$ cat src/design/ccmt_pkg.sv
package ccmt_pkg;

   // machine cycle and timer rates in oscillator clocks, instruction limits in machine cycles
   localparam logic [1:0] CCMT_LAST_PHASE = 2'h3;
   localparam logic [3:0] CCMT_SLOW_TICK = 4'hC;
   localparam logic [3:0] CCMT_FAST_TICK = 4'h4;
   localparam logic [2:0] CCMT_MAX_CYCLES = 3'h5;
   localparam logic [1:0] CCMT_MAX_FETCH = 2'h3;
   localparam logic [1:0] CCMT_MAX_DATA = 2'h2;

   // register offsets
   localparam logic [7:0] CCMT_OFF_PORT0 = 8'h80;
   localparam logic [7:0] CCMT_OFF_SP = 8'h81;
   localparam logic [7:0] CCMT_OFF_DPTR_LO = 8'h82;
   localparam logic [7:0] CCMT_OFF_DPTR_HI = 8'h83;
   localparam logic [7:0] CCMT_OFF_PTR2_LO = 8'h84;
   localparam logic [7:0] CCMT_OFF_PTR2_HI = 8'h85;
   localparam logic [7:0] CCMT_OFF_PTR_SEL = 8'h86;
   localparam logic [7:0] CCMT_OFF_PWR = 8'h87;
   localparam logic [7:0] CCMT_OFF_TMR_CTL = 8'h88;
   localparam logic [7:0] CCMT_OFF_TMR_MODE = 8'h89;
   localparam logic [7:0] CCMT_OFF_TMR0_LO = 8'h8A;
   localparam logic [7:0] CCMT_OFF_TMR1_LO = 8'h8B;
   localparam logic [7:0] CCMT_OFF_TMR0_HI = 8'h8C;
   localparam logic [7:0] CCMT_OFF_TMR1_HI = 8'h8D;
   localparam logic [7:0] CCMT_OFF_CLK_SPEED = 8'h8E;
   localparam logic [7:0] CCMT_OFF_SEQ_STATUS = 8'h8F;
   localparam logic [7:0] CCMT_OFF_PORT_1_LATCH = 8'h90;
   localparam logic [7:0] CCMT_OFF_EXT_IRQ = 8'h91;
   localparam logic [7:0] CCMT_OFF_SER0_CTL = 8'h98;
   localparam logic [7:0] CCMT_OFF_SER0_BUF = 8'h99;
   localparam logic [7:0] CCMT_OFF_PORT2 = 8'hA0;
   localparam logic [7:0] CCMT_OFF_IRQ_EN = 8'hA8;
   localparam logic [7:0] CCMT_OFF_SER0_ADDR = 8'hA9;

   // field positions and timer count
   localparam int CCMT_PTR_SEL_BIT = 0;
   localparam int CCMT_T0_RATE_BIT = 3;
   localparam int CCMT_TIMER_COUNT = 3;

   // reset values
   localparam logic [7:0] CCMT_RST_PORT = 8'hFF;
   localparam logic [7:0] CCMT_RST_DEFAULT = 8'h00;

   typedef enum logic {CCMT_IDLE, CCMT_RUN} ccmt_seq_t;
   typedef enum logic [1:0] {CCMT_K_NONE, CCMT_K_FETCH, CCMT_K_DATA, CCMT_K_INT} ccmt_kind_t;

endpackage : ccmt_pkg

$ cat src/design/ccmt_rate_tick.sv
`timescale 1ns/1ps
module ccmt_rate_tick (
   input wire logic mclk,
   input wire logic sys_rst,
   input wire logic fastSel,
   output logic tick
);

   typedef struct packed {
      logic [3:0] cnt;
      logic tick;
   } ccmt_tick_t;

   ccmt_tick_t q_r;
   ccmt_tick_t q_nxt;
   logic [3:0] limit;

   always_comb begin
      q_nxt = q_r;
      limit = fastSel ? (ccmt_pkg::CCMT_FAST_TICK - 4'h1) : (ccmt_pkg::CCMT_SLOW_TICK - 4'h1);
      // a rate change mid-count wraps at once rather than running to 15
      if (q_r.cnt >= limit) begin
         q_nxt.cnt = 4'h0;
         q_nxt.tick = 1'b1;
      end else begin
         q_nxt.cnt = q_r.cnt + 4'h1;
         q_nxt.tick = 1'b0;
      end
   end

   always_ff @(posedge mclk or posedge sys_rst) begin
      if (sys_rst) begin
         q_r <= '0;
      end else begin
         q_r <= q_nxt;
      end
   end

   assign tick = q_r.tick;

endmodule : ccmt_rate_tick

$ cat src/design/ccmt_core_timing.sv
`timescale 1ns/1ps
module ccmt_core_timing (
   input wire logic mclk,
   input wire logic sys_rst,
   input wire logic [7:0] regAddr,
   input wire logic [7:0] regWrData,
   input wire logic regWr,
   input wire logic regRd,
   output logic [7:0] regRdData,
   input wire logic insnStart,
   input wire logic [1:0] insnBytes,
   input wire logic [1:0] insnDataCyc,
   input wire logic [2:0] insnIntCyc,
   output logic insnReady,
   output logic insnDone,
   output logic busFetch,
   output logic busData,
   output logic ale,
   output logic [1:0] machPhase,
   input wire logic dptrInc,
   output logic [15:0] dptrOut,
   output logic [2:0] timerTick
);

   localparam int SFR_COUNT = 22;

   typedef struct packed {
      logic [1:0] phase;
      logic ale;
      ccmt_pkg::ccmt_seq_t state;
      ccmt_pkg::ccmt_kind_t kind;
      logic [1:0] fetchLeft;
      logic [1:0] dataLeft;
      logic [2:0] intLeft;
      logic [2:0] lenCnt;
      logic [7:0] rdData;
      logic [SFR_COUNT-1:0][7:0] sfr;
   } ccmt_core_t;

   // bit 5 is the hit flag, bits 4:0 the slot
   function automatic logic [5:0] sfrIdx(input logic [7:0] a);
      logic [5:0] r;
      r = 6'h00;
      case (a)
         ccmt_pkg::CCMT_OFF_PORT0: r = 6'h20;
         ccmt_pkg::CCMT_OFF_SP: r = 6'h21;
         ccmt_pkg::CCMT_OFF_DPTR_LO: r = 6'h22;
         ccmt_pkg::CCMT_OFF_DPTR_HI: r = 6'h23;
         ccmt_pkg::CCMT_OFF_PTR2_LO: r = 6'h24;
         ccmt_pkg::CCMT_OFF_PTR2_HI: r = 6'h25;
         ccmt_pkg::CCMT_OFF_PTR_SEL: r = 6'h26;
         ccmt_pkg::CCMT_OFF_PWR: r = 6'h27;
         ccmt_pkg::CCMT_OFF_TMR_CTL: r = 6'h28;
         ccmt_pkg::CCMT_OFF_TMR_MODE: r = 6'h29;
         ccmt_pkg::CCMT_OFF_TMR0_LO: r = 6'h2A;
         ccmt_pkg::CCMT_OFF_TMR1_LO: r = 6'h2B;
         ccmt_pkg::CCMT_OFF_TMR0_HI: r = 6'h2C;
         ccmt_pkg::CCMT_OFF_TMR1_HI: r = 6'h2D;
         ccmt_pkg::CCMT_OFF_CLK_SPEED: r = 6'h2E;
         ccmt_pkg::CCMT_OFF_PORT_1_LATCH: r = 6'h2F;
         ccmt_pkg::CCMT_OFF_EXT_IRQ: r = 6'h30;
         ccmt_pkg::CCMT_OFF_SER0_CTL: r = 6'h31;
         ccmt_pkg::CCMT_OFF_SER0_BUF: r = 6'h32;
         ccmt_pkg::CCMT_OFF_PORT2: r = 6'h33;
         ccmt_pkg::CCMT_OFF_IRQ_EN: r = 6'h34;
         ccmt_pkg::CCMT_OFF_SER0_ADDR: r = 6'h35;
         default: r = 6'h00;
      endcase
      return r;
   endfunction : sfrIdx

   // fetch cycles first, then data cycles, then internal ones
   function automatic ccmt_pkg::ccmt_kind_t nextKind(input logic [1:0] f, input logic [1:0] d,
                                                      input logic [2:0] i);
      ccmt_pkg::ccmt_kind_t k;
      k = ccmt_pkg::CCMT_K_NONE;
      if (f != 2'h0) begin
         k = ccmt_pkg::CCMT_K_FETCH;
      end else if (d != 2'h0) begin
         k = ccmt_pkg::CCMT_K_DATA;
      end else if (i != 3'h0) begin
         k = ccmt_pkg::CCMT_K_INT;
      end
      return k;
   endfunction : nextKind

   localparam logic [4:0] IDX_P0 = 5'(sfrIdx(ccmt_pkg::CCMT_OFF_PORT0));
   localparam logic [4:0] IDX_P1 = 5'(sfrIdx(ccmt_pkg::CCMT_OFF_PORT_1_LATCH));
   localparam logic [4:0] IDX_P2 = 5'(sfrIdx(ccmt_pkg::CCMT_OFF_PORT2));
   localparam logic [4:0] IDX_DPL = 5'(sfrIdx(ccmt_pkg::CCMT_OFF_DPTR_LO));
   localparam logic [4:0] IDX_DPH = 5'(sfrIdx(ccmt_pkg::CCMT_OFF_DPTR_HI));
   localparam logic [4:0] IDX_PL2 = 5'(sfrIdx(ccmt_pkg::CCMT_OFF_PTR2_LO));
   localparam logic [4:0] IDX_PH2 = 5'(sfrIdx(ccmt_pkg::CCMT_OFF_PTR2_HI));
   localparam logic [4:0] IDX_SEL = 5'(sfrIdx(ccmt_pkg::CCMT_OFF_PTR_SEL));
   localparam logic [4:0] IDX_CKS = 5'(sfrIdx(ccmt_pkg::CCMT_OFF_CLK_SPEED));

   ccmt_core_t q_r;
   ccmt_core_t q_nxt;
   logic busy;
   logic lastCyc;
   logic take;
   logic ptrSel;
   logic [2:0] timerFast;
   logic [5:0] wrHit;
   logic [5:0] rdHit;

   assign busy = (q_r.state == ccmt_pkg::CCMT_RUN);
   assign lastCyc = ({1'b0, q_r.fetchLeft} + {1'b0, q_r.dataLeft} + q_r.intLeft) == 3'h1;
   assign insnReady = (q_r.phase == ccmt_pkg::CCMT_LAST_PHASE) && (!busy || lastCyc);
   assign insnDone = busy && (q_r.phase == ccmt_pkg::CCMT_LAST_PHASE) && lastCyc;
   assign take = insnStart && insnReady;
   assign ptrSel = q_r.sfr[IDX_SEL][ccmt_pkg::CCMT_PTR_SEL_BIT];
   assign wrHit = sfrIdx(regAddr);
   assign rdHit = sfrIdx(regAddr);

   always_comb begin
      logic [1:0] f;
      logic [1:0] d;
      logic [2:0] i;
      logic [15:0] ptr;
      f = 2'h0;
      d = 2'h0;
      i = 3'h0;
      ptr = 16'h0000;
      q_nxt = q_r;
      // free-running phase; no instruction ever stretches a cycle
      q_nxt.phase = q_r.phase + 2'h1;
      q_nxt.ale = (q_r.phase == ccmt_pkg::CCMT_LAST_PHASE);

      if (busy && q_r.phase == ccmt_pkg::CCMT_LAST_PHASE) begin
         case (q_r.kind)
            ccmt_pkg::CCMT_K_FETCH: q_nxt.fetchLeft = q_r.fetchLeft - 2'h1;
            ccmt_pkg::CCMT_K_DATA: q_nxt.dataLeft = q_r.dataLeft - 2'h1;
            ccmt_pkg::CCMT_K_INT: q_nxt.intLeft = q_r.intLeft - 3'h1;
            default: q_nxt.intLeft = 3'h0;
         endcase
         if (lastCyc) begin
            q_nxt.state = ccmt_pkg::CCMT_IDLE;
            q_nxt.kind = ccmt_pkg::CCMT_K_NONE;
         end else begin
            q_nxt.kind = nextKind(q_nxt.fetchLeft, q_nxt.dataLeft, q_nxt.intLeft);
            q_nxt.lenCnt = q_r.lenCnt + 3'h1;
         end
      end

      if (take) begin
         // at least one byte, and the total clipped to five cycles
         f = (insnBytes == 2'h0) ? 2'h1 : insnBytes;
         d = (insnDataCyc > ccmt_pkg::CCMT_MAX_DATA) ? ccmt_pkg::CCMT_MAX_DATA : insnDataCyc;
         i = insnIntCyc;
         // four bits, so three bytes plus seven internal cycles cannot wrap
         if (({2'b00, f} + {2'b00, d} + {1'b0, i}) > {1'b0, ccmt_pkg::CCMT_MAX_CYCLES}) begin
            i = ccmt_pkg::CCMT_MAX_CYCLES - {1'b0, f} - {1'b0, d};
         end
         q_nxt.fetchLeft = f;
         q_nxt.dataLeft = d;
         q_nxt.intLeft = i;
         q_nxt.state = ccmt_pkg::CCMT_RUN;
         q_nxt.kind = nextKind(f, d, i);
         q_nxt.lenCnt = 3'h1;
      end

      // pointer increment touches no flags, wraps at 16 bits
      if (dptrInc) begin
         if (ptrSel) begin
            ptr = {q_r.sfr[IDX_PH2], q_r.sfr[IDX_PL2]} + 16'h0001;
            q_nxt.sfr[IDX_PH2] = ptr[15:8];
            q_nxt.sfr[IDX_PL2] = ptr[7:0];
         end else begin
            ptr = {q_r.sfr[IDX_DPH], q_r.sfr[IDX_DPL]} + 16'h0001;
            q_nxt.sfr[IDX_DPH] = ptr[15:8];
            q_nxt.sfr[IDX_DPL] = ptr[7:0];
         end
      end

      // a software write in the same cycle wins over the increment
      if (regWr && wrHit[5]) begin
         if (wrHit[4:0] == IDX_SEL) begin
            q_nxt.sfr[IDX_SEL] = {7'h00, regWrData[0]};
         end else begin
            q_nxt.sfr[wrHit[4:0]] = regWrData;
         end
      end

      q_nxt.rdData = 8'h00;
      if (regRd) begin
         if (rdHit[5]) begin
            q_nxt.rdData = q_r.sfr[rdHit[4:0]];
         end else if (regAddr == ccmt_pkg::CCMT_OFF_SEQ_STATUS) begin
            q_nxt.rdData = {busy, q_r.lenCnt, q_r.kind, q_r.phase};
         end
      end
   end

   always_ff @(posedge mclk or posedge sys_rst) begin
      if (sys_rst) begin
         q_r <= '0;
         q_r.ale <= 1'b1;
         q_r.sfr[IDX_P0] <= ccmt_pkg::CCMT_RST_PORT;
         q_r.sfr[IDX_P1] <= ccmt_pkg::CCMT_RST_PORT;
         q_r.sfr[IDX_P2] <= ccmt_pkg::CCMT_RST_PORT;
         q_r.sfr[IDX_CKS] <= ccmt_pkg::CCMT_RST_DEFAULT;
      end else begin
         q_r <= q_nxt;
      end
   end

   assign regRdData = q_r.rdData;
   assign ale = q_r.ale;
   assign machPhase = q_r.phase;
   assign busFetch = (q_r.kind == ccmt_pkg::CCMT_K_FETCH);
   assign busData = (q_r.kind == ccmt_pkg::CCMT_K_DATA);
   assign dptrOut = ptrSel ? {q_r.sfr[IDX_PH2], q_r.sfr[IDX_PL2]}
                           : {q_r.sfr[IDX_DPH], q_r.sfr[IDX_DPL]};

   genvar g;
   generate
      for (g = 0; g < ccmt_pkg::CCMT_TIMER_COUNT; g++) begin : gTimer
         assign timerFast[g] = q_r.sfr[IDX_CKS][ccmt_pkg::CCMT_T0_RATE_BIT + g];
         ccmt_rate_tick uTick (
            .mclk(mclk),
            .sys_rst(sys_rst),
            .fastSel(timerFast[g]),
            .tick(timerTick[g])
         );
      end
   endgenerate
endmodule : ccmt_core_timing

$ cat config.mk
export PLATFORM = sky130hd
export DESIGN_NAME = ccmt_core_timing
export DESIGN_NICKNAME = d
export VERILOG_FILES = /design/src/design/ccmt_pkg.sv /design/src/design/ccmt_rate_tick.sv /design/src/design/ccmt_core_timing.sv
export SDC_FILE = /design/constraint.sdc
export NUM_CORES = 1
export LEC_CHECK = 0
export ABC_AREA = 1
export BUFFER_PORTS_ARGS = -buffer_cell sky130_fd_sc_hd__buf_2
export CAP_MARGIN = 30
export CORE_MARGIN = 1.5
export CORE_UTILIZATION = 30
export DETAILED_ROUTE_END_ITERATION = 8
export RECOVER_POWER = 50
export SKIP_CTS_REPAIR_TIMING = 1
export SLEW_MARGIN = 20
export SYNTH_ARGS = -nofsm -noshare
export SYNTH_HDL_FRONTEND = slang
export SYNTH_SLANG_ARGS = --single-unit
$ cat constraint.sdc
create_clock -name mclk -period 8 [get_ports mclk]
set_clock_uncertainty 0.05 [all_clocks]
set_input_delay 0.4 -clock mclk [delete_from_list [all_inputs] [get_ports mclk]]
set_output_delay 0.4 -clock mclk [all_outputs]
set_load 0.02 [all_outputs]
==> impl_metrics.yaml, run 1 <==
sta:
  setup_violations: 0
  setup_slack_ps: 4470
  fmax_mhz: 284
  fin_crit_sh_pct: 44.1
  hold_viol: 0
  setup_tns_ps: 0
  maxSlewViolCount: 52
  worstMarginPinSlew_ps: 1820
  min_period_ps: 3530
  relSlewSlack_pct: -21.7
  grt_setup_unrepaired: "false"
setup_path:
  cp.buffers_inverters: 2
  required_ps: 8300
  reg2reg_depth: 11
  critPathCaptureType: "flop"
  cpMaxStageDelayCell: "buf_4"
  crit_fanout: 75
  critPathArrivalTime_ps: 3830
  max_stage_delay_ps: 680
  startpoint_type: "input pin"
  r2r_slack_ps: 5280
  r2r-start: "q_r[188]"
  path_delay_family: "simple AND/OR/NAND/NOR gates"
  reg2reg_to: "q_r[191]"
  startpoint: "regAddr[1]"
  worstPathCellList: "buf_2, nand2_1, nor2_1, o21ai_0, nor2_4, buf_4, nand2_1, o21ai_4, nor2_2, nand2_1, o21ai_0"
  critPathKind: "input pin to flop"
  worst_path_most_repeated_cell: "nand2_1"
cells_and_area:
  fin_cells: 2139
  n_antenna_cell: 0
  final_nets: 1655
  syn_to_final_growth_pct: 13.3
  fin_util_pct: 34.4
  drive_above_1_share_pct: 8.64
clocking:
  insertion_delay_ps: 540
  h-tree-depth: 1
  clk_pin_slew_ps: 60
  cts.sinks: 215
  root_buffer: "clkbuf_16"
  clockBufferDepth: 3
  numCtsBuffers: 25
  cts_tree: "done"
power_and_ir_drop:
  total_power_mw: 3.10
  leakage_nw: 6.54
  ir_drop_mv: 0.123
  power_density_nw_per_um2: 234
route:
  drc: 0
  vias_per_cell: 4.72
  postRouteAntennaNets: 0
  wirelength_mm: 31.9
  wl_per_cell_um: 14.9
  dr.first_iter.drc_count: 900
  num_vias: 10100
  dr.pass1.iters: 5
die:
  start_util_pct: 30.4
  core_um2: 38600
  die_height_um: 201
  die_area_um2: 40200
  dieWidth_um: 201
  ios: 63
  rows: 72
global_routing:
  grt_pass1_wl_mm: 52.2
  grt_use_total_pct: 15.9
  grt_overflow_total: 0
  grt_max_degree: 140
  grt_pass1_vias: 9714
  antenna_found_initial: 0
synth:
  ys_seq_area_share_pct: 46.2
  synth_area_um2: 11700
  synth_warnings: 0
  synth-seq-cells: 215
  synth_fp_nets: 1630
  avgSynthCellArea_um2: 7.42
  syn_inst: 1577
  ys_types: 40
run_status:
  outcome: "finished, violations left"
  violations: "max-capacitance violations, max-slew violations"
worst_hold_path:
  min_path_type: "input pin to flop"
  hold_start: "insnStart"
  hold_path_end: "busy"
  holdPathStages: 3
placement:
  pre_cts_slack_ps: 4010
  place_inst: 2090
  io_buffer_count: 62
  hpwl_mm: 21.5
  gp_congestion: 0.900
job:
  drv_cap: 2
-- sequential cells by signal, indices dropped and copies added (netlist names) --
register,count
ale,1
busy,1
gTimer.uTick.q_r,12
gTimer.uTick.tick,3
machPhase,2
ptrSel,1
q_r,187
regRdData,8
-- cell families after synthesis --
kind of cell / after synthesis / synth area share, %
adder cells (fa/ha/maj): 24 / 2.82
flip-flops: 215 / 46.2
buffers and inverters: 271 / 9.38
XOR/XNOR: 34 / 2.54
multiplexers: 1 / 0.0855
AND/OR/NAND/NOR: 740 / 25.7
AO/OA/AOI/OAI: 292 / 13.2
-- tightest hold or removal path: stages --
cell and delay [ps]:
buf_2 90, nand2_1 90, o21ai_0 80
-- placed cells by master, fill, tap and decap left out, drive strengths merged, types with 3 or more instances in the layout --
| cell type | Yosys | final |
|---|---|---|
| xor2 | 31 | 31 |
| buf | 36 | 60 |
| o221ai | 7 | 7 |
| fa | 4 | 4 |
| dfrtp | 190 | 190 |
| nand3b | 5 | 5 |
| nor3 | 15 | 15 |
| ha | 20 | 20 |
| dfstp | 25 | 25 |
| o211ai | 4 | 4 |
| nor2 | 118 | 118 |
| clkbuf | 40 | 53 |
| nand2 | 503 | 503 |
| a21oi | 33 | 33 |
| nand3 | 85 | 85 |
| nand4 | 9 | 9 |
| inv | 195 | 195 |
| clkinv | 0 | 3 |
| o21a | 8 | 8 |
| o21ai | 232 | 232 |
| xnor2 | 3 | 3 |
-- layout make-up --
type                       instances  area [µm²]
sequential                       215        5410
fill                            4123       25300
multi-input combinational       1091        5200
clock inverter                     6        83.8
timing repair buffer              74         432
tap                              518         648
clock buffer                      40         742
inverter                         195         733
-- routing by layer --
| metal | track usage (%) | wire length, µm |
|---|---|---|
| met5 | 0 | 0 |
| met3 | 2.53 | 1870 |
| met2 | 25.7 | 14300 |
| met1 | 22.3 | 15000 |
| met4 | 3.81 | 699 |
-- through the flow --
stage	area (µm²)	hold WS, ps
finish	13300	109
global route	13300	120
CTS	13200	95.8
detailed placement	12400	402
global placement	12400	395
floorplan	11700	383
-- worst max-delay path by stage --
stage                     slack [ps]  endpoint  depth (start not counted)
after global routing            4100   q_r[71]                         11
after floorplan                 1710      busy                          1
after CTS                       4530   q_r[71]                         11
after global placement          4130   q_r[71]                         11
final                           4470   q_r[71]                         11
after detailed placement        4010   q_r[71]                         11
-- where the power goes --
group	leakage [nW]	internal (mW)	switching (mW)	total [mW]
Sequential	2.75	1.21	0.0853	1.30
Combinational	3.39	0.226	0.426	0.652
Clock	0.406	0.697	0.459	1.16
-- Yosys cell counts --
cell type | instances | area share [%]
nand2_1 | 500 | 16
o21ai_0 | 224 | 9.6
inv_1 | 194 | 6.2
dfrtp_1 | 190 | 41
nor2_1 | 114 | 3.7
nand3_1 | 83 | 3.5
clkbuf_1 | 40 | 1.3
a21oi_1 | 33 | 1.4
xor2_1 | 31 | 2.3
dfstp_2 | 25 | 5.6
buf_2 | 22 | 0.94
ha_1 | 20 | 2.1
buf_4 | 14 | 0.90
nor3_1 | 13 | 0.56
nand4_1 | 9 | 0.48
o21a_1 | 8 | 0.51
o21ai_1 | 7 | 0.30
o221ai_1 | 7 | 0.52
nand3b_1 | 5 | 0.32
fa_1 | 4 | 0.68
nor2_2 | 4 | 0.21
o211ai_1 | 4 | 0.26
nand2_2 | 3 | 0.16
xnor2_1 | 3 | 0.22
a31oi_1 | 2 | 0.11
and2_1 | 2 | 0.11
nand3_2 | 2 | 0.17
o311ai_0 | 2 | 0.15
a211o_1 | 1 | 0.075
a31o_2 | 1 | 0.075
and3_1 | 1 | 0.053
inv_2 | 1 | 0.032
mux2i_1 | 1 | 0.086
nor3_2 | 1 | 0.086
nor3_4 | 1 | 0.14
nor3b_2 | 1 | 0.11
nor4_1 | 1 | 0.053
o21ai_4 | 1 | 0.14
o22ai_1 | 1 | 0.053
o31ai_1 | 1 | 0.064
(Power assumes the default switching activity.)
==> run 2, diff against run 1 <==
==> constraint.sdc (replaced) <==
create_clock -name mclk -period 2.9 [get_ports mclk]
set_clock_uncertainty 0.05 [all_clocks]
set_input_delay 0.145 -clock mclk [delete_from_list [all_inputs] [get_ports mclk]]
set_output_delay 0.145 -clock mclk [all_outputs]
set_load 0.02 [all_outputs]
==> impl_metrics.yaml, run 2 (same netlist as run 1, synthesis figures left out) <==
clocking:
  clockBufferDepth: 3
  numCtsBuffers: 25
  root_buffer: "clkbuf_16"
  insertion_delay_ps: 530
  cts_tree: "done"
  h-tree-depth: 1
  clk_pin_slew_ps: 60
  cts.sinks: 215
setup_path:
  required_ps: 2710
  startpoint: "q_r[188]"
  critPathKind: "flop to primary output"
  critPathCaptureType: "primary output"
  critPathArrivalTime_ps: 2540
  crit_fanout: 4
  r2r-start: "q_r[188]"
  startpoint_type: "flop"
global_routing:
  grt_max_degree: 105
  grt_pass1_wl_mm: 52.7
  grt_overflow_total: 0
  antenna_found_initial: 0
  grt_pass1_vias: 9650
  grt_use_total_pct: 16.0
sta:
  min_period_ps: 2740
  grt_setup_unrepaired: "false"
  maxSlewViolCount: 216
  fmax_mhz: 365
  fin_crit_sh_pct: 94.4
  hold_viol: 1
  setup_violations: 0
  setup_tns_ps: 0
  hold_slack_ps: -8.86
  worstMarginPinSlew_ps: 1890
  relSlewSlack_pct: -25.7
power_and_ir_drop:
  leakage_nw: 6.69
  ir_drop_mv: 0.294
  power_density_nw_per_um2: 625
  total_power_mw: 8.42
cells_and_area:
  largest_reg_flops: 187
  drive_above_1_share_pct: 10.3
  fin_util_pct: 35.0
  fillers: 4148
  largest-register: "q_r"
  n_antenna_cell: 0
  syn_to_final_growth_pct: 15.2
  final_common_cell: "nand2_1"
  mostFrequentLayoutCells: "nand2_1, o21ai_0, dfrtp_1"
  final_nets: 1689
  post-route-cell-area_um2: 13500
die:
  die_area_um2: 40200
  dieWidth_um: 201
  die_height_um: 201
  rows: 72
  ios: 63
  start_util_pct: 30.4
  core_um2: 38600
route:
  wl_per_cell_um: 14.9
  dr.first_iter.drc_count: 813
  num_vias: 10300
  vias_per_cell: 4.72
  postRouteAntennaNets: 0
  drc: 0
  dr.pass1.iters: 7
  wirelength_mm: 32.5
run_status:
  violations: "negative hold slack, max-capacitance violations, max-slew violations"
  outcome: "finished, violations left"
placement:
  place_area_um2: 12600
  gp_congestion: 0.913
  io_buffer_count: 62
  hpwl_mm: 22.0
worst_hold_path:
  hold_start: "insnDataCyc[0]"
  min_path_type: "input pin to flop"
job:
  drv_cap: 3
==> run 2: changes by cell type in the layout (fill, tap and decap cells not counted), sizes merged <==
cell         before  now
buf              60   82
dlygate4sd3       1   17
clkinv            3    4
clkbuf           53   49
inv             195  193
bufinv            2    0
clkinvlp          1    3
==> run 2: worst max-delay path: stages, from the launching register on <==
cell and delay [ps]:
dfrtp_1 360, inv_2 70, fa_1 530, inv_1 40
ha_1 270, a21oi_1 110, o211ai_1 170, buf_4 200
nor2_2 100, buf_4 150
==> run 2: cell type report <==
cell class                 count  area [µm²]  share of cell area, %
clock buffer                  40         752                   5.58
clock inverter                 5        27.5                  0.204
sequential                   215        5410                   40.1
inverter                     195         737                   5.47
tap                          518         648                   4.81
multi-input combinational   1091        5210                   38.6
timing repair buffer         108         698                   5.18
==> run 2: per-stage QoR <==
step	hold WS [ps]	worst slack (ps)	instances
CTS	-494	56.1	2153
detailed placement	47.4	210	2108
global placement	48.6	227	2108
finish	-8.86	162	2172
global route	45.2	1.57	2172
floorplan	214	-72.7	1577
==> run 2: path summary, 6_finish.rpt <==
path | endpoint | slack [ps] | cells past startpoint
worst max-delay path | insnDone | 160 | 9
worst min-delay path | q_r[190] | -9 | 3
worst max register to register | q_r[186] | 240 | 12
worst min register to register | gTimer[0].uTick.q_r[1] | 410 | 1
max in group asynchronous | q_r[160] | 700 | 4
min in group asynchronous | q_r[67] | 40 | 3
==> run 2: report_power, final <==
part	total (mW)	switching, mW	internal [mW]
sequential	3.58	0.241	3.34
combinational	1.85	1.18	0.662
clock	3.00	1.23	1.76
==> run 2: routing by layer <==
metal / part of all wire, % / vias to the layer above / wire length, µm / track usage [%]
met2: 44 / 304 / 14300 / 25.3
met3: 6.0 / 47 / 1940 / 2.56
met1: 47 / 4810 / 15400 / 22.7
li1: - / 5096 / - / -
met5: 0 / - / 0 / 0
met4: 2.5 / 0 / 807 / 4.32
==> run 3, diff against run 2 <==
--- a/config.mk
+++ b/config.mk
@@ -5,13 +5,14 @@
 export SDC_FILE = /design/constraint.sdc
 export NUM_CORES = 1
 export LEC_CHECK = 0
-export ABC_AREA = 1
 export BUFFER_PORTS_ARGS = -buffer_cell sky130_fd_sc_hd__buf_2
 export CAP_MARGIN = 30
 export CORE_MARGIN = 1.5
 export CORE_UTILIZATION = 30
 export DETAILED_ROUTE_END_ITERATION = 8
+export PLACE_DENSITY = 0.54
 export RECOVER_POWER = 50
+export REMOVE_ABC_BUFFERS = 1
 export SKIP_CTS_REPAIR_TIMING = 1
 export SLEW_MARGIN = 20
 export SYNTH_ARGS = -nofsm -noshare
==> impl_metrics.yaml, run 3 <==
run_status:
  outcome: "finished, final reports clean"
worst_hold_path:
  hold_start: "insnBytes[0]"
  min_path_type: "input pin to flop"
setup_path:
  max_stage_delay_ps: 530
  required_ps: 2710
  critPathArrivalTime_ps: 2610
  worst_path_most_repeated_cell: "buf_4"
  cpMaxStageDelayCell: "fa_1"
  worstPathCellList: "inv_2, fa_1, inv_1, ha_1, xnor2_2, xnor2_1, nand3b_1, buf_4, nor2_1, buf_4"
  startpoint_type: "flop"
  crit_fanout: 6
  r2r-start: "q_r[188]"
  critPathCaptureType: "primary output"
  critPathKind: "flop to primary output"
  startpoint: "q_r[188]"
clocking:
  clockBufferDepth: 3
  clk_pin_slew_ps: 60
  cts_tree: "done"
  h-tree-depth: 1
  numCtsBuffers: 25
  root_buffer: "clkbuf_16"
  insertion_delay_ps: 530
  cts.sinks: 215
cells_and_area:
  post-route-cell-area_um2: 13700
  drive_above_1_share_pct: 29.6
  mostFrequentLayoutCells: "dfrtp_1, mux2_2, nand2_1"
  fin_cells: 1700
  final_nets: 1217
  largest-register: "q_r"
  largest_reg_flops: 187
  syn_to_final_growth_pct: 15.9
  fillers: 3890
  final_common_cell: "dfrtp_1"
die:
  rows: 72
  start_util_pct: 30.5
  core_um2: 38700
  ios: 63
  die_height_um: 202
  dieWidth_um: 202
  die_area_um2: 40600
synth:
  synth.area.top_cells: "dfrtp_1, mux2_2, dfstp_2"
  ys_seq_area_share_pct: 45.8
  syn_inst: 1089
  synth-seq-cells: 215
  async_reset_ff_share_pct: 100
  synth_area_um2: 11800
  synth_edf_count: 0
  yosys_most_used_dff: "dfrtp_1"
  ys_types: 78
  synth_top_area_cell: "dfrtp_1"
  avgSynthCellArea_um2: 10.9
  synth_warnings: 0
  synthTopCellsByCount: "dfrtp_1, mux2_2, nand2_1, nor2_1, a21oi_1"
  yosysTopAreaCellShare_pct: 40.2
  synth_most_common_cell: "dfrtp_1"
route:
  postRouteAntennaNets: 0
  num_vias: 8632
  dr.pass1.iters: 5
  drc: 0
  dr.first_iter.drc_count: 515
  vias_per_cell: 5.08
  wirelength_mm: 33.6
  wl_per_cell_um: 19.8
sta:
  min_period_ps: 2800
  fmax_mhz: 357
  setup_violations: 0
  maxSlewViolCount: 0
  worstMarginPinSlew_ps: 1300
  relSlewSlack_pct: 13.3
  fin_crit_sh_pct: 96.7
  hold_viol: 0
  grt_setup_unrepaired: "true"
placement:
  io_buffer_count: 62
  place_inst: 1642
  hpwl_mm: 23.3
  gp_congestion: 0.902
  place_area_um2: 12800
global_routing:
  antenna_found_initial: 2
  grt_pass1_wl_mm: 52.9
  grt_overflow_total: 0
  grt_max_degree: 66
  grt_pass1_vias: 8720
  grt_use_total_pct: 16.5
power_and_ir_drop:
  power_density_nw_per_um2: 621
  ir_drop_mv: 0.280
  leakage_nw: 6.17
job:
  drv_cap: 0
## run 3: layer usage
layer,up-vias,GRT usage [%],share of wire [%]
met3,61,2.22,3.8
met4,2,4.58,3.1
met5,-,0,0.042
li1,4029,-,-
met1,4346,23.1,47
met2,194,26.7,46
## run 3: cell families (layout without fill, tap and decap cells)
kind of cell,count (synthesis),after routing,synth area share (%)
other,0,1,0
adders and majority gates,24,24,2.79
and+or+nand+nor,289,289,13.4
buffers and inverters,113,205,4.72
xor gates and xnor gates,48,48,3.56
AOI/OAI and AO/OA,205,205,11.7
muxes,195,195,18.1
DFF,215,215,45.8
## run 3: layout make-up
cell class	instances	area, µm²	share of cell area (%)
multi-input cells	761	5880	42.9
diodes	1	2.50	0.0183
well taps	518	648	4.73
inverters	40	154	1.12
clock buffers	42	759	5.54
flip-flops and latches	215	5410	39.5
repair buffers	121	808	5.90
clock inverters	2	35.0	0.256
## run 3: path summary, 6_finish.rpt
path                                               end  slack, ps  depth (start not counted)
worst max-delay path                          insnDone        100                         10
max in group asynchronous                      q_r[44]        660                          4
min in group asynchronous       gTimer[2].uTick.q_r[3]        460                          3
worst min-delay path                          q_r[192]         20                          4
worst max register to register                q_r[195]        290                         11
worst min register to register  gTimer[0].uTick.q_r[1]        410                          1
## run 3: stage by stage
stage,utilization [%],power [mW],hold WS [ps],setup TNS (ps),setup WS [ps]
3_3_place_gp,33.0,5.32,158,-158,-158
5_1_grt,35.4,8.99,74.8,-87.5,-47.2
6_report,35.4,8.51,24.2,0,95.4
2_1_floorplan,-,4.76,209,-804030,-3130
4_1_cts,35.1,8.48,-406,-85.0,-68.2
3_5_place_dp,33.0,5.36,158,-165,-165
## run 3: critical path: cells and delay by family, from the launching register on
| family | cells | cell delay, ps |
|---|---|---|
| flip-flops | 1 | 380 |
| XOR/XNOR | 2 | 300 |
| buffers and inverters | 4 | 440 |
| adder cells (fa/ha/maj) | 2 | 740 |
| AND/OR/NAND/NOR | 2 | 220 |
## run 3: where the power goes
group	leakage, nW	switching (mW)	internal [mW]
registers	2.81	0.334	3.32
logic	2.97	0.992	0.776
clock network	0.388	1.23	1.85
